===== config.mk =====
export PLATFORM = sky130hd
export DESIGN_NAME = tsfb_frame_builder
export DESIGN_NICKNAME = d
export VERILOG_FILES = /design/src/tsfb_pkg.sv /design/src/tsfb_frame_builder.sv
export VERILOG_INCLUDE_DIRS = /design/src
export SDC_FILE = /design/constraint.sdc
export NUM_CORES = 1
export LEC_CHECK = 0
export ABC_AREA = 1
export CAP_MARGIN = 20
export CELL_PAD_IN_SITES_DETAIL_PLACEMENT = 2
export CELL_PAD_IN_SITES_GLOBAL_PLACEMENT = 2
export CORE_MARGIN = 10
export CORE_UTILIZATION = 34
export CTS_BUF_LIST = sky130_fd_sc_hd__clkbuf_4 sky130_fd_sc_hd__clkbuf_8
export DETAILED_ROUTE_END_ITERATION = 10
export DONT_BUFFER_PORTS = 1
export GPL_TIMING_DRIVEN = 0
export PLACE_DENSITY_LB_ADDON = 0.12
export SETUP_SLACK_MARGIN = 0.05
export SYNTH_ARGS = -nofsm -noshare
export SYNTH_HDL_FRONTEND = slang
export SYNTH_SLANG_ARGS = --single-unit

===== constraint.sdc =====
create_clock -name core_clk -period 2.1 [get_ports core_clk]
set_clock_uncertainty 0.05 [all_clocks]
set_input_delay 0.105 -clock core_clk [delete_from_list [all_inputs] [get_ports core_clk]]
set_output_delay 0.105 -clock core_clk [all_outputs]
set_load 0.02 [all_outputs]

===== src/tsfb_defines.svh =====
// Constants of the timing server frame builder: offsets, field positions,
// reset values and timing counts. Included by the package and the design.
`ifndef TSFB_DEFINES_SVH
`define TSFB_DEFINES_SVH

// Core clock rate and frame rate in hertz.
`define TSFB_CLK_HZ 25000000
`define TSFB_FRAME_HZ 10000
// Cycles in one frame period and the Manchester half-bits that fill it.
`define TSFB_FRAME_CYC (`TSFB_CLK_HZ / `TSFB_FRAME_HZ)
`define TSFB_FRAME_BITS 234
`define TSFB_HALF_BITS (2 * `TSFB_FRAME_BITS)
// Frames per second and the time-of-day delivery window.
`define TSFB_FRAMES_PER_SEC 10000
`define TSFB_TOD_WIN_MS 100
`define TSFB_TOD_WIN_FRAMES (`TSFB_TOD_WIN_MS * `TSFB_FRAME_HZ / 1000)

// Preamble before coding, frame check polynomial and seed.
`define TSFB_PREAMBLE 68'haaaaaaaaaaaaaaaa9
`define TSFB_CRC_POLY 16'h1021
`define TSFB_CRC_INIT 16'hffff

// Bit indices within a frame: payload start, check word start.
`define TSFB_PAY_FIRST 68
`define TSFB_CRC_FIRST 218
`define TSFB_RSV_FIRST 150
`define TSFB_SR_W 218

// Register byte offsets on the bus.
`define TSFB_OFF_CTRL 8'h00
`define TSFB_OFF_DEVTYPE 8'h04
`define TSFB_OFF_SFLAGS 8'h08
`define TSFB_OFF_TSUP 8'h0c
`define TSFB_OFF_CADV 8'h10
`define TSFB_OFF_ROUTE 8'h14
`define TSFB_OFF_TOD 8'h18
`define TSFB_OFF_FSTAT 8'h1c

// Reset values of the software registers.
`define TSFB_RST_DEVTYPE 8'h00
`define TSFB_RST_SFLAGS 8'h01

`endif


===== src/tsfb_pkg.sv =====
// Types shared by the timing server frame builder.
// Assumes the constants header is on the include path.
`include "tsfb_defines.svh"

package tsfb_pkg;

  // Transmitter state, one-hot.
  typedef enum logic [1:0]
  {
    TSFB_OFF = 2'b01,
    TSFB_RUN = 2'b10
  } tsfb_state_t;

  // A ten bit frame slice (time-of-day or route trace).
  typedef logic [9:0] tsfb_slice_t;

endpackage : tsfb_pkg

===== src/tsfb_frame_builder.sv =====
// Timing server frame builder: composes, Manchester-codes and sends one
// 234-bit frame every 100 us, with an AHB-Lite register slave.
// Assumes a single 25 MHz core clock and a zero-wait AHB-Lite master.
//
// The implementer's own choices: the register addresses and the AHB-Lite interface to the registers.
`timescale 1ns/1ps
`include "tsfb_defines.svh"

module tsfb_frame_builder
  import tsfb_pkg::*;
(
  // Clock and synchronous reset.
  input wire logic core_clk,
  input wire logic rst_n,
  // AHB-Lite slave.
  input wire logic hsel,
  input wire logic [31:0] haddr,
  input wire logic [1:0] htrans,
  input wire logic hwrite,
  input wire logic [2:0] hsize,
  input wire logic [31:0] hwdata,
  input wire logic hready,
  output logic hreadyout,
  output logic hresp,
  output logic [31:0] hrdata,
  // Coded link and frame clock.
  output logic line_o,
  output logic line_oe,
  output logic frame_clk_o
);

  // Cycle and bit counts derived from the rates.
  localparam logic [11:0] FRAME_LAST = 12'(`TSFB_FRAME_CYC - 1);
  localparam logic [11:0] FRAME_CYC = 12'(`TSFB_FRAME_CYC);
  localparam logic [11:0] HALF_STEP = 12'(`TSFB_HALF_BITS);
  localparam logic [11:0] FCLK_HIGH = 12'(`TSFB_FRAME_CYC / 2);
  localparam logic [13:0] IDX_LAST = 14'(`TSFB_FRAMES_PER_SEC - 1);
  localparam logic [13:0] TOD_WIN = 14'(`TSFB_TOD_WIN_FRAMES);
  localparam logic [7:0] PAY_FIRST = 8'(`TSFB_PAY_FIRST);
  localparam logic [7:0] CRC_FIRST = 8'(`TSFB_CRC_FIRST);
  localparam logic [7:0] RSV_FIRST = 8'(`TSFB_RSV_FIRST);
  localparam logic [7:0] PAY_LAST = 8'(`TSFB_CRC_FIRST - 1);

  // One serial step of the frame check word.
  function automatic logic [15:0] crc_step(input logic [15:0] c, input logic b);
    logic fb;
    fb = c[15] ^ b;
    crc_step = {c[14:0], 1'b0} ^ (fb ? `TSFB_CRC_POLY : 16'h0000);
  endfunction : crc_step

  // Software registers.
  logic en_r;
  logic [7:0] devtype_r;
  logic [7:0] sflags_r;
  logic [21:0] ts_r;
  logic [23:0] cadv_r;
  tsfb_slice_t route_r;
  logic [7:0] tod_byte_r;
  logic tod_pend_r;
  // Framing state.
  tsfb_state_t st_r;
  logic [11:0] fcnt_r;
  logic [11:0] acc_r;
  logic [8:0] half_r;
  logic [`TSFB_SR_W-1:0] sr_r;
  logic [15:0] crc_r;
  logic [13:0] fidx_r;
  logic pps_seen_r;
  // Bus data-phase capture.
  logic wr_pend_r;
  logic [7:0] waddr_r;

  // Decoded strobes and frame composition terms.
  logic running;
  logic load;
  logic tick;
  logic adv;
  logic [12:0] acc_sum;
  logic [7:0] bit_idx;
  logic [13:0] next_idx;
  logic tod_send;
  tsfb_slice_t tod_word;
  logic [7:0] sflags_tx;
  logic [15:0] crc_nx;
  logic aph;

  assign running = (st_r == TSFB_RUN);
  assign bit_idx = half_r[8:1];
  assign acc_sum = {1'b0, acc_r} + {1'b0, HALF_STEP};
  // A half-bit boundary falls wherever the accumulator wraps.
  assign tick = running && (acc_sum >= {1'b0, FRAME_CYC});
  assign adv = tick && half_r[0] && (fcnt_r != FRAME_LAST);
  // A new frame is loaded at the start and on the last cycle of each period.
  assign load = (!running && en_r) || (running && en_r && fcnt_r == FRAME_LAST);
  assign crc_nx = crc_step(crc_r, sr_r[`TSFB_SR_W-1]);

  // Index of the frame about to go out.
  assign next_idx = (!running || fidx_r == IDX_LAST) ? 14'h0000 : fidx_r + 14'h0001;

  assign tod_send = tod_pend_r && pps_seen_r && (next_idx < TOD_WIN);

  // Time-of-day slice: pulse flag, valid flag, byte or filler.
  always_comb
  begin
    tod_word = 10'h0ff;
    tod_word[9] = (next_idx == IDX_LAST);
    tod_word[8] = tod_send;
    tod_word[7:0] = tod_send ? tod_byte_r : 8'hff;
  end

  // reserved flag cleared
  // The reserved flag is forced low whatever software wrote.
  assign sflags_tx = {1'b0, sflags_r[6:0]};

  // State: run only while enabled; a restart always begins a clean frame.
  always_ff @(posedge core_clk)
  begin
    if (!rst_n)
      st_r <= TSFB_OFF;
    else if (en_r)
      st_r <= TSFB_RUN;
    else
      st_r <= TSFB_OFF;
  end

  // Frame period counter, one period per 10 kHz frame.
  always_ff @(posedge core_clk)
  begin
    if (!rst_n || !running || fcnt_r == FRAME_LAST)
      fcnt_r <= 12'h000;
    else
      fcnt_r <= fcnt_r + 12'h001;
  end

  // Fractional rate accumulator: 468 half-bits land in exactly 2500 cycles,
  // so the last wrap coincides with the frame boundary and nothing drifts.
  // fixed bit rate
  always_ff @(posedge core_clk)
  begin
    if (!rst_n || !running)
      acc_r <= 12'h000;
    else if (tick)
      acc_r <= 12'(acc_sum - {1'b0, FRAME_CYC});
    else
      acc_r <= acc_sum[11:0];
  end

  // Half-bit counter within the frame.
  always_ff @(posedge core_clk)
  begin
    if (!rst_n || !running || fcnt_r == FRAME_LAST)
      half_r <= 9'h000;
    else if (tick)
      half_r <= half_r + 9'h001;
  end

  // Frame shift register: fields in order, most significant bit first.
  // field order
  always_ff @(posedge core_clk)
  begin
    if (!rst_n)
      sr_r <= '0;
    else if (load)
      sr_r <= {`TSFB_PREAMBLE, devtype_r, sflags_tx, ts_r, tod_word, cadv_r,
               route_r, {68{1'b1}}};
    else if (adv && bit_idx == PAY_LAST)
      sr_r <= {crc_nx, {(`TSFB_SR_W-16){1'b0}}};
    else if (adv)
      sr_r <= {sr_r[`TSFB_SR_W-2:0], 1'b0};
  end

  // Frame check word over the payload bits only.
  // payload check
  always_ff @(posedge core_clk)
  begin
    if (!rst_n || load)
      crc_r <= `TSFB_CRC_INIT;
    else if (adv && bit_idx >= PAY_FIRST && bit_idx <= PAY_LAST)
      crc_r <= crc_nx;
  end

  // Frame index within the second, and whether a pulse frame has gone out.
  always_ff @(posedge core_clk)
  begin
    if (!rst_n)
    begin
      fidx_r <= 14'h0000;
      pps_seen_r <= 1'b0;
    end
    else if (!en_r)
    begin
      fidx_r <= 14'h0000;
      pps_seen_r <= 1'b0;
    end
    else if (load)
    begin
      fidx_r <= next_idx;
      if (running && fidx_r == IDX_LAST)
        pps_seen_r <= 1'b1;
    end
  end

  // Upper timestamp: latched into the frame, then stepped by one frame.
  // A software write wins over the step in the same cycle.
  // upper timestamp
  always_ff @(posedge core_clk)
  begin
    if (!rst_n)
      ts_r <= 22'h000000;
    else if (wr_pend_r && waddr_r == `TSFB_OFF_TSUP)
      ts_r <= hwdata[21:0];
    else if (load)
      ts_r <= ts_r + 22'h000001;
  end

  // One-byte message holding register; a new byte wins over consumption.
  always_ff @(posedge core_clk)
  begin
    if (!rst_n)
    begin
      tod_byte_r <= 8'h00;
      tod_pend_r <= 1'b0;
    end
    else if (wr_pend_r && waddr_r == `TSFB_OFF_TOD)
    begin
      tod_byte_r <= hwdata[7:0];
      tod_pend_r <= 1'b1;
    end
    else if (load && tod_send)
      tod_pend_r <= 1'b0;
  end

  // Configuration registers written by software.
  // timing source
  always_ff @(posedge core_clk)
  begin
    if (!rst_n)
    begin
      en_r <= 1'b0;
      devtype_r <= `TSFB_RST_DEVTYPE;
      sflags_r <= `TSFB_RST_SFLAGS;
      cadv_r <= 24'h000000;
      route_r <= 10'h0ff;
    end
    else if (wr_pend_r)
    begin
      // Unmapped offsets fall through and are ignored.
      case (waddr_r)
        `TSFB_OFF_CTRL: en_r <= hwdata[0];
        `TSFB_OFF_DEVTYPE: devtype_r <= hwdata[7:0];
        `TSFB_OFF_SFLAGS: sflags_r <= hwdata[7:0];
        `TSFB_OFF_CADV: cadv_r <= hwdata[23:0];
        `TSFB_OFF_ROUTE: route_r <= hwdata[9:0];
        default: ;
      endcase
    end
  end

  // Bus address phase accepted; the slave never stretches a transfer.
  assign aph = hsel && hready && htrans[1];
  assign hreadyout = 1'b1;
  assign hresp = 1'b0;

  // Address-phase capture for the write data phase that follows.
  always_ff @(posedge core_clk)
  begin
    if (!rst_n)
    begin
      wr_pend_r <= 1'b0;
      waddr_r <= 8'h00;
    end
    else
    begin
      wr_pend_r <= aph && hwrite;
      waddr_r <= haddr[7:0];
    end
  end

  // Read data is registered at the address phase so it stands in the data phase.
  always_ff @(posedge core_clk)
  begin
    if (!rst_n)
      hrdata <= 32'h00000000;
    else if (aph && !hwrite)
    begin
      case (haddr[7:0])
        `TSFB_OFF_CTRL: hrdata <= {31'h00000000, en_r};
        `TSFB_OFF_DEVTYPE: hrdata <= {24'h000000, devtype_r};
        `TSFB_OFF_SFLAGS: hrdata <= {24'h000000, sflags_r};
        `TSFB_OFF_TSUP: hrdata <= {10'h000, ts_r};
        `TSFB_OFF_CADV: hrdata <= {8'h00, cadv_r};
        `TSFB_OFF_ROUTE: hrdata <= {22'h000000, route_r};
        `TSFB_OFF_TOD: hrdata <= {23'h000000, tod_pend_r, tod_byte_r};
        `TSFB_OFF_FSTAT: hrdata <= {14'h0000, pps_seen_r, running, 2'h0, fidx_r};
        default: hrdata <= 32'h00000000;
      endcase
    end
  end

  // Line and frame clock come from flip-flops, so both lag the counters
  // by one cycle and stay aligned with each other.
  // frame clock edge
  always_ff @(posedge core_clk)
  begin
    if (!rst_n)
    begin
      line_o <= 1'b0;
      line_oe <= 1'b0;
      frame_clk_o <= 1'b0;
    end
    else
    begin
      line_o <= running && (sr_r[`TSFB_SR_W-1] ^ half_r[0]);
      line_oe <= running;
      frame_clk_o <= running && (fcnt_r < FCLK_HIGH);
    end
  end
endmodule : tsfb_frame_builder


==> qor.txt, run 1 <==
Critical Path RT: 2.66 ns
Chip width: 257 um
Die area: 0.0660 mm^2
Complex-gate fraction of the synthesized area: 0.153
Core Box Area: 0.0553 mm^2
Post-Synth Adder-Cell Area: 0.00525
Remaining Overflow, GRT: 0
Synthesis-to-finish area growth: 34.5%
Layout cell share with drive strength beyond 1: 0.248
Synth area leader: dfxtp_1
Via-to-Cell Ratio: 5.44
I/O Pins: 111
Non-Filler Instances: 3767
Longest Clk Path Bufs: 3
Synth top area cells: dfxtp_1 42%, nand2_1 11%, nor2_1 7.4%
Worst Path Max Fanout: 8
Slew HR: 0.275
Post-route setup slack: -0.785 ns
Final Hold Fails: 0
Failing checks: negative setup slack
Mux contribution to synthesized area: 0
Die height: 257 um
Largest family of logic cells by synthesized area: simple AND/OR/NAND/NOR gates
GRT Resource Usage Total: 0.254
Leak: 10.0 nW
CTS clk-pin slew, worst paths: 0.06 ns
Inst Count DP: 3496
Post-Synth XOR/XNOR Area: 0.0146
Endpoints failing setup: 321
Setup TNS: -169.59 ns
Outcome: finished with violations
Pre-antenna DRT Iters: 5
Port-buffer cells: 0
Synth warn: 0
Worst Tran Pin Value: 1.09 ns
Initial drt markers: 1333
Largest net degree at the start of global routing: 11
TritonCTS clock tree: yes
Residual DRC: 0
Design Area, Final: 0.0257 mm^2
Fmax: 0.347 GHz
Initial antenna violation count: 5
Min-Delay Path Class: in -> reg
Number of routed nets with antenna violations: 0
Final RePlAce weighted congestion: 0.902
RSZ-0062 raised after global routing: true
Routed wire length: 95.3 mm
Final #Nets: 3044
Row count: 86
Initial Util: 0.345
Max IR drop VDD: 425 uV
Gate Count Post-Synth: 2739
Post-synth EDFFs: 0
Ys flop type: dfxtp_1
Post-Synth Simple-Gate Area: 0.294
CP startpoint kind: flop
Fin crit period: 2.89 ns
Post-DP Area: 0.0202 mm^2
Syn Area/Cell: 6.97 um^2
Pins Over Slew Limit: 0
Setup WS pre-CTS: -1.62 ns
Sink Count: 400
Total CTS buffers: 76
Post-synth top area share: 0.420
WHS: 0.0584 ns
Worst-Skew Late Latency: 0.69 ns
Tcrit/Tclk final: 1.37
Ys async rst share: 0
Wire per inst: 25.3 um
First-pass GRT wire length: 132 mm
Root Driver: clkbuf_8
Post-synthesis sequential area ratio: 0.420
#FFs+latches synth: 400
Crit path DAT: 3.44 ns
Crit path capture type: flop
Number of global-route vias before repair: 22229
Vias: 20503
Pwr/cell area: 647 mW/mm^2
Synth cell types: 50
Hpwl dp: 57.1 mm
H-tree depth: 3
Crit path kind: reg -> reg
Number of max-cap violations: 0
Synth Cell Area: 0.0191 mm^2
Number of fill cells: 6201
area by class of cell:
class | count | area, um^2 | area share
antenna | 4 | 10.0 | 0.000390
buffer | 171 | 1430 | 0.0558
clock buffer | 128 | 1540 | 0.0601
clock inverter | 3 | 40.0 | 0.00156
inverter | 321 | 1240 | 0.0482
multi-input combinational | 1851 | 10600 | 0.415
sequential | 400 | 8040 | 0.313
tap | 748 | 936 | 0.0365
timing repair buffer | 140 | 1770 | 0.0689
timing repair inverter | 1 | 16.3 | 0.000634
Yosys cell counts (5+ instances only):
cell	number
buf_6	18
nor2_1	376
nand4_1	35
o22ai_1	5
dfxtp_1	400
nor3_2	69
inv_1	315
o211ai_1	19
ha_1	8
buf_4	27
nor3_1	37
a31oi_1	10
nor4_1	5
clkbuf_1	86
buf_2	34
nor2_2	6
o21ai_0	144
o21ai_1	69
xor2_1	25
nand2_1	549
nand3_1	157
o21a_1	10
a221oi_1	9
buf_1	11
a211oi_1	6
xnor2_1	5
a21oi_1	255
logic make-up (layout without fill, tap and decap cells):
group,Yosys count,count (layout)
AOI/OAI and AO/OA,544,544
DFF,400,400
and+or+nand+nor,1257,1258
xor gates and xnor gates,31,31
buffers and inverters,497,764
other,2,14
adders and majority gates,8,8
repair_timing:
item / CTS / global route
pin swaps: 66 / 88
setup buffers: 58 / 25
gates cloned: 18 / 11
resized for setup: 346 / 282
hold endpoints to repair: 117 / 0
setup endpoints to repair: 338 / 372
hold buffers: 43 / 0
power by group:
part,switching (W),internal (W)
clock network,0.00376,0.00470
registers,0.0000129,0.00760
logic,0.000379,0.000157
total,0.00415,0.0125
layer usage:
| metal | vias to the layer above | global-route usage | wire length (um) |
|---|---|---|---|
| li1 | 9305 | - | - |
| met1 | 10450 | 0.290 | 37500 |
| met2 | 491 | 0.457 | 48200 |
| met3 | 255 | 0.0473 | 4220 |
| met4 | 2 | 0.109 | 5250 |
| met5 | - | 0 | 13 |
sequential cells by signal, indices dropped and copies added (netlist names), 9 cells and up:
register,cells
sr_r,218
cadv_r,24
hrdata,24
ts_r,22
crc_r,16
fidx_r,14
fcnt_r,12
acc_r,10
route_r,10
half_r,9
worst max-delay path, cell delays in order (launching register included):
cell and delay (ns):
dfxtp_4 0.38, inv_4 0.05, ha_4 0.16, nand2_4 0.07, nand4_1 0.10, buf_6 0.16, nand3b_1 0.16, nand2_4 0.10
nor2_4 0.13, nand3_2 0.10, nand3_4 0.12, nand4_4 0.16, buf_12 0.23, buf_6 0.12, buf_12 0.14, nor2_4 0.23
nand2_1 0.12, a21oi_2 0.20
per-stage QoR:
step / utilization / power [W]
2_1_floorplan: - / 0.00799
3_3_place_gp: 0.365 / 0.00812
3_5_place_dp: 0.365 / 0.00814
4_1_cts: 0.441 / 0.0165
5_1_grt: 0.464 / 0.0171
6_report: 0.464 / 0.0166
placed cells by master, fill, tap and decap left out, types with 7 or more instances in the layout:
cell           count
clkbuf_8          95
inv_1            308
clkbuf_2           9
buf_2             16
a21oi_2           54
a21oi_1          201
buf_12            29
nand2_4           29
o21a_1             9
xor2_1            25
nor2_1           329
dfxtp_4            7
buf_4             59
buf_6             23
buf_16            11
buf_8             27
nor3_2            62
clkbuf_16         13
nand2_2           49
clkbuf_4          36
dlygate4sd3_1     43
nor2_2            28
o21ai_1           38
clkbuf_1          72
nand3_4           12
o21ai_2           57
nand4_1           35
nand2_1          472
nor3_4            15
a31oi_1           10
conb_1            10
nor3_1            29
nor2_4            27
a221oi_1           8
nand3_1          106
o21ai_0          113
nand3_2           43
dfxtp_1          388
o211ai_1          19
worst paths after layout:
kind                                 from  cells after the start  slack, ns    endpoint
worst max-delay path             acc_r[4]                     17      -0.79   sr_r[165]
worst min-delay path             haddr[3]                      5       0.06  hrdata[16]
worst max register to register   acc_r[4]                     17      -0.79   sr_r[165]
worst min register to register  sr_r[178]                      2       0.42   sr_r[178]
Note: power is estimated with default switching activity, not from simulation.
==> run 2: changes to the inputs <==
CTS_BUF_LIST = sky130_fd_sc_hd__clkbuf_8   (was sky130_fd_sc_hd__clkbuf_4 sky130_fd_sc_hd__clkbuf_8)
==> run 2 against run 1 <==
Net effect:
- the run still ends with negative setup slack left
- sequential share of layout area shrank 0.093 points
- worst setup slack better by 0.0088 ns
- register-to-register slack about the same
- flip-flop and latch count unchanged
- fmax is 0.30% higher
- via count up 0.97%
- hold slack got worse by 0.0043 ns
- non-clock buffer count increased by 10
==> qor.txt, run 2 (synthesis gave the netlist of run 1 again) <==
Outcome: finished with violations (unchanged)
Failing checks: negative setup slack (unchanged)
Top cell family by delay on the critical path: simple AND/OR/NAND/NOR gates (unchanged)
Vias: 20701 (was 20503)
H-tree depth: 3 (unchanged)
Row count: 86 (unchanged)
Max FFs per register: 218 (unchanged)
Chip width: 257 um (unchanged)
CTS clk-pin slew, worst paths: 0.06 ns (about the same)
Hold Path End: waddr_r[1] (was hrdata[16])
Die height: 257 um (unchanged)
Max incr delay on CP: 0.38 ns (about the same)
Crit path kind: reg -> reg (unchanged)
Pre-antenna DRT Iters: 5 (unchanged)
Hpwl dp: 57.1 mm (unchanged)
Via-to-Cell Ratio: 5.48 (was 5.44)
CP max-delay cell: dfxtp_2 (was dfxtp_4)
Synthesis-to-finish area growth: 34.9% (was 34.5%)
Most frequent cells in the layout: 469 x nand2_1, 388 x dfxtp_1, 344 x inv_1, 324 x nor2_1, 197 x a21oi_1 (was 472 x nand2_1, 388 x dfxtp_1, 329 x nor2_1, 308 x inv_1, 201 x a21oi_1)
I/O Pins: 111 (unchanged)
Final Core Density: 0.466 (was 0.464)
Worst Path Max Fanout: 7 (was 8)
R2R Setup Slk: -0.78 ns (was -0.79 ns)
Fin crit period: 2.88 ns (was 2.89 ns)
Tcrit/Tclk final: 1.37 (about the same)
Switching pwr: 0.00415 W (about the same)
Final #Nets: 3054 (was 3044)
Busiest grt layer: met2 (unchanged)
Pwr/cell area: 621 mW/mm^2 (was 647 mW/mm^2)
CP most frequent cell: nand2_1
Slew HR: 0.180 (was 0.275)
Clock power share: 0.489 (was 0.509)
RSZ-0062 raised after global routing: true (unchanged)
R2R cell count: 18 (was 17)
Number of fill cells: 6191 (was 6201)
Initial antenna violation count: 2 (was 5)
Worst-Skew Late Latency: 0.68 ns (was 0.69 ns)
Top reg by flops: sr_r (unchanged)
Min-Delay Path Class: in -> reg (unchanged)
Reg-to-Reg Start: acc_r[3] (was acc_r[4])
Wire per inst: 25.7 um (was 25.3 um)
TritonCTS clock tree: yes (unchanged)
Core Box Area: 0.0553 mm^2 (unchanged)
Gate power share: 0.034 (was 0.032)
Grt met2 use: 0.465 (was 0.457)
Die area: 0.0660 mm^2 (unchanged)
Met1 Usage GRT: 0.297 (was 0.290)
Residual DRC: 0 (unchanged)
Critical Path RT: 2.59 ns (was 2.66 ns)
Max IR drop VDD: 423 uV (was 425 uV)
Crit path capture type: flop (unchanged)
Multi-input gate area: 0.0107 mm^2 (was 0.0106 mm^2)
Post-route setup slack: -0.777 ns (was -0.785 ns)
Crit path DAT: 3.37 ns (was 3.44 ns)
Remaining Overflow, GRT: 0 (unchanged)
Hold_sp: haddr[1] (was haddr[3])
Pins Over Slew Limit: 0 (unchanged)
Final Hold Fails: 0 (unchanged)
Root Driver: clkbuf_8 (unchanged)
Crit path buffers/inverters: 5 (unchanged)
P_int: 0.0118 W (was 0.0125 W)
Number of max-cap violations: 0 (unchanged)
Fmax: 0.348 GHz (was 0.347 GHz)
Commonest non-fill, non-tap cell in the layout: nand2_1 (unchanged)
Number of routed nets with antenna violations: 0 (unchanged)
WHS Path Cells: 3 (was 5)
Total CTS buffers: 76 (unchanged)
Port-buffer cells: 0 (unchanged)
Reg2reg end: sr_r[152] (was sr_r[165])
CP Cell Sequence: nand2_1 > nand2_1 > nand2_2 > nand2_1 > nand2_1 > nand2_1 > nand2_1 > nor2_1 > nand3_2 > nand3_4 > nand4_4 > buf_12 > buf_12 > buf_4 > o21ai_4 > buf_12 > buf_8 > a21oi_1 (was inv_4 > ha_4 > nand2_4 > nand4_1 > buf_6 > nand3b_1 > nand2_4 > nor2_4 > nand3_2 > nand3_4 > nand4_4 > buf_12 > buf_6 > buf_12 > nor2_4 > nand2_1 > a21oi_2)
Final RePlAce weighted congestion: 0.902 (unchanged)
First-pass GRT wire length: 135 mm (was 132 mm)
Number of global-route vias before repair: 22240 (was 22229)
Final total power: 0.0160 W (was 0.0166 W)
Met3 usage: 0.0443 (was 0.0473)
Initial drt markers: 1073 (was 1333)
Leak: 10.3 nW (was 10.0 nW)
Longest Clk Path Bufs: 3 (unchanged)
Sw Ratio: 0.259 (was 0.250)
CP startpoint kind: flop (unchanged)
Largest net degree at the start of global routing: 12 (was 11)
Top Registers: sr_r x218, cadv_r x24, hrdata x24 (unchanged)
Sink Count: 400 (unchanged)
Power share of the sequential group: 0.476 (was 0.458)
GRT Resource Usage Total: 0.260 (was 0.254)
Routed wire length: 97.2 mm (was 95.3 mm)
Worst Tran Pin Value: 1.23 ns (was 1.09 ns)
Seq. cell area: 0.00804 mm^2 (unchanged)
Endpoints failing setup: 329 (was 321)
Initial Util: 0.345 (unchanged)
Layout cell share with drive strength beyond 1: 0.229 (was 0.248)
[run 2: cell count changes in the layout (fill, tap and decap cells not counted), sizes merged]
cell,delta
clkbuf,-37
bufbuf,+1
inv,+34
diode,-2
clkinv,+1
buf,+11
[run 2: worst max-delay path by stage]
stage	from	endpoint	slack [ns]	cells past startpoint
5_1_grt	acc_r[4]	sr_r[172]	-0.91	18
6_report	acc_r[3]	sr_r[152]	-0.78	18
2_1_floorplan	acc_r[4]	sr_r[129]	-0.06	17
4_1_cts	acc_r[4]	sr_r[93]	-0.60	18
3_3_place_gp	st_r[1]	sr_r[29]	-1.59	9
3_5_place_dp	st_r[1]	sr_r[201]	-1.62	9
[run 2: power groups by stage]
stage	Combinational (W)	Clock, W	Sequential (W)
global placement	0.000340	0	0.00778
floorplan	0.000211	0	0.00778
finish	0.000550	0.00783	0.00761
CTS	0.000475	0.00781	0.00761
detailed placement	0.000354	0	0.00779
global route	0.000571	0.00827	0.00761
[run 2: tightest hold or removal path, delay by kind of cell]
family        cells  cell delay (ns)
buf+inv           2             0.59
simple gates      1             0.05
[run 2: routing by layer]
metal | part of all wire | routed length, um
met1 | 0.40 | 38900
met2 | 0.50 | 49000
met3 | 0.043 | 4210
met4 | 0.052 | 5080
met5 | 0 | 0
[run 2: final cells by class]
| class | count | share of cell area |
|---|---|---|
| diodes | 2 | 0.000194 |
| plain buffers | 172 | 0.0588 |
| clock buffers | 93 | 0.0497 |
| clock inverters | 38 | 0.00666 |
| inverters | 321 | 0.0479 |
| multi-input cells | 1851 | 0.415 |
| flip-flops and latches | 400 | 0.312 |
| well taps | 748 | 0.0364 |
| repair buffers | 149 | 0.0721 |
| repair inverters | 1 | 0.000632 |
[run 2: timing repair]
item,CTS,global route
endpoints found under the setup margin,338,373
pin swaps,62,70
hold buffers,43,0
setup buffers,71,16
gates cloned,21,8
hold endpoints to repair,117,0
resized for setup,382,252
[run 2: metrics by stage]
stage	std cells	hold WS (ns)	setup slack (ns)	TNS (ns)	area [um^2]
6_report	3775	0.0541	-0.777	-172.65	25700
5_1_grt	3774	0.0488	-0.905	-216.84	25700
2_1_floorplan	2747	0.148	-0.0644	-5.98	19200
4_1_cts	3758	0.000411	-0.602	-125.97	24600
3_5_place_dp	3496	0.157	-1.62	-364.32	20200
3_3_place_gp	3495	0.149	-1.59	-354.41	20200
==> run 3: changes to the inputs <==
==> constraint.sdc (replaced) <==
create_clock -name core_clk -period 2.1 [get_ports core_clk]
set_clock_uncertainty 0.05 [all_clocks]
set_input_delay 0.42 -clock core_clk [delete_from_list [all_inputs] [get_ports core_clk]]
set_output_delay 0.42 -clock core_clk [all_outputs]
set_load 0.02 [all_outputs]
==> run 3 against run 2 <==
Net effect:
- the run still ends with negative setup slack left
- first-iteration DRC count shrank 0.56%
- critical path depth unchanged
- sequential power about the same
- register-to-register slack improved by 0.04 ns
- cell count down 0.32%
- fmax up 1.5%
- combinational power fell by 4.0%
- die area unchanged
- global-route usage fell by 0.10 points
- worst setup slack gained 0.042 ns
==> qor.txt, run 3 (synthesis gave the netlist of run 1 again) <==
Initial drt markers: 1067 (was 1073)
Failing checks: negative setup slack (unchanged)
Longest Clk Path Bufs: 3 (unchanged)
Min-Delay Path Class: in -> reg (unchanged)
Hpwl dp: 57.1 mm (unchanged)
Pre-antenna DRT Iters: 6 (was 5)
Core Box Area: 0.0553 mm^2 (unchanged)
Initial antenna violation count: 1 (was 2)
Total CTS buffers: 76 (unchanged)
Via-to-Cell Ratio: 5.46 (was 5.48)
Worst setup path startpoint: acc_r[4] (was acc_r[3])
Outcome: finished with violations (unchanged)
Slew HR: 0.214 (was 0.180)
Crit path DAT: 3.37 ns (about the same)
Tcrit/Tclk final: 1.35 (was 1.37)
M1 wire length: 38.2 mm (was 38.9 mm)
Final total power: 0.0160 W (about the same)
Multi-input gate area: 0.0106 mm^2 (was 0.0107 mm^2)
Hold_sp: hwdata[2] (was haddr[1])
Pwr/cell area: 625 mW/mm^2 (was 621 mW/mm^2)
Top Layer Used: met4 (unchanged)
TritonCTS clock tree: yes (unchanged)
Critical Path RT: 2.63 ns (was 2.59 ns)
Top Registers: sr_r x218, cadv_r x24, hrdata x24 (unchanged)
Ant. Diodes: 0 (was 2)
R2R cell count: 18 (unchanged)
Seq. cell area: 0.00804 mm^2 (unchanged)
Row count: 86 (unchanged)
H-tree depth: 3 (unchanged)
CP startpoint kind: flop (unchanged)
First-pass GRT wire length: 135 mm (about the same)
Routed wl met2: 48.3 mm (was 49.0 mm)
Post-route setup slack: -0.734 ns (was -0.777 ns)
Non-Filler Instances: 3763 (was 3775)
I/O Pins: 111 (unchanged)
Number of max-cap violations: 0 (unchanged)
Crit path kind: reg -> reg (unchanged)
Routed wire length: 95.4 mm (was 97.2 mm)
Number of global-route vias before repair: 22170 (was 22240)
Setup WS pre-CTS: -1.62 ns (unchanged)
Worst Tran Pin Value: 1.18 ns (was 1.23 ns)
Residual DRC: 0 (unchanged)
Synthesis-to-finish area growth: 34.0% (was 34.9%)
Commonest non-fill, non-tap cell in the layout: nand2_1 (unchanged)
Worst-Skew Late Latency: 0.70 ns (was 0.68 ns)
Layout cell share with drive strength beyond 1: 0.227 (was 0.229)
Wire per inst: 25.4 um (was 25.7 um)
Max FFs per register: 218 (unchanged)
Crit path capture type: flop (unchanged)
Fmax: 0.353 GHz (was 0.348 GHz)
Endpoints failing setup: 323 (was 329)
Met3 WL: 3.89 mm (was 4.21 mm)
Initial Util: 0.345 (unchanged)
Reg2reg end: sr_r[155] (was sr_r[152])
RSZ-0062 raised after global routing: true (unchanged)
Vias: 20544 (was 20701)
Number of fill cells: 6214 (was 6191)
Worst Path Max Fanout: 7 (unchanged)
Chip width: 257 um (unchanged)
R2R Setup Slk: -0.73 ns (was -0.78 ns)
Final #Nets: 3044 (was 3054)
CTS clk-pin slew, worst paths: 0.07 ns (was 0.06 ns)
Fin crit period: 2.83 ns (was 2.88 ns)
Remaining Overflow, GRT: 0 (unchanged)
WHS: 0.0254 ns (was 0.0541 ns)
Root Driver: clkbuf_8 (unchanged)
Top reg by flops: sr_r (unchanged)
Most frequent cells in the layout: 470 x nand2_1, 388 x dfxtp_1, 344 x inv_1, 326 x nor2_1, 198 x a21oi_1 (was 469 x nand2_1, 388 x dfxtp_1, 344 x inv_1, 324 x nor2_1, 197 x a21oi_1)
Hold Path End: devtype_r[2] (was waddr_r[1])
Port-buffer cells: 0 (unchanged)
Final Hold Fails: 0 (unchanged)
Pins Over Slew Limit: 0 (unchanged)
Inst Count DP: 3496 (unchanged)
GRT Resource Usage Total: 0.259 (was 0.260)
Final RePlAce weighted congestion: 0.902 (unchanged)
Largest net degree at the start of global routing: 12 (unchanged)
Reg-to-Reg Start: acc_r[4] (was acc_r[3])
Die area: 0.0660 mm^2 (unchanged)
Max IR drop VDD: 445 uV (was 423 uV)
Die height: 257 um (unchanged)
WHS Path Cells: 2 (was 3)
Sink Count: 400 (unchanged)
Number of routed nets with antenna violations: 0 (unchanged)
Leak: 10.2 nW (was 10.3 nW)
==> run 3: cell count changes in the layout (fill, tap and decap cells not counted), sizes merged <==
cell / previous run / this run
clkbuf: 188 / 186
diode: 2 / 0
buf: 182 / 183
dlygate4sd3: 43 / 34
==> run 3: where the power goes <==
part / internal [W] / switching, W / total [W]
sequential: 0.00760 / 0.0000123 / 0.00761
clock: 0.00408 / 0.00375 / 0.00782
combinational: 0.000154 / 0.000374 / 0.000528
==> run 3: what timing repair did <==
| item | CTS | global route |
|---|---|---|
| setup endpoints to repair | 341 | 367 |
| hold endpoints to repair | 66 | 0 |
| setup buffers | 71 | 14 |
| gates cloned | 21 | 6 |
| hold buffers | 34 | 0 |
| pin swaps | 62 | 64 |
| gates resized for setup | 382 | 236 |
==> run 3: final cells by class <==
class	instances	area share
multi-input combinational	1851	0.417
sequential	400	0.315
timing repair buffer	138	0.0672
buffer	173	0.0593
clock buffer	93	0.0501
inverter	321	0.0483
tap	748	0.0366
clock inverter	38	0.00671
timing repair inverter	1	0.000636
==> run 3: worst max-delay path, cell delays in order (launching register included) <==
cell,delay [ns]
dfxtp_4,0.38
inv_4,0.05
ha_4,0.16
nand2_4,0.07
nand4_1,0.10
buf_6,0.16
nand3b_1,0.16
nand2_4,0.10
nor2_4,0.11
nand3_2,0.09
nand3_4,0.12
nand4_4,0.12
buf_12,0.20
buf_6,0.14
buf_16,0.16
buf_12,0.15
nand2_1,0.06
o21ai_1,0.07
a21oi_1,0.27
==> run 3: how the worst max path moves through the flow <==
| stage | endpoint | cells after the start |
|---|---|---|
| after global placement | sr_r[29] | 9 |
| final | sr_r[155] | 18 |
| after detailed placement | sr_r[201] | 9 |
| after global routing | sr_r[155] | 18 |
| after floorplan | sr_r[129] | 17 |
| after CTS | sr_r[93] | 18 |
==> run 3: metal layers <==
layer,GRT usage,vias to the layer above
li1,-,9297
met1,0.297,10451
met2,0.466,538
met3,0.0433,258
met4,0.111,0
met5,0,-
==> run 3: through the flow <==
step                TNS [ns]  utilization  cell area (um^2)
floorplan              -5.98            -             19200
global placement     -363.38        0.365             20200
detailed placement   -373.91        0.365             20200
CTS                  -125.05        0.442             24500
global route         -198.36        0.462             25600
finish               -149.92        0.462             25600
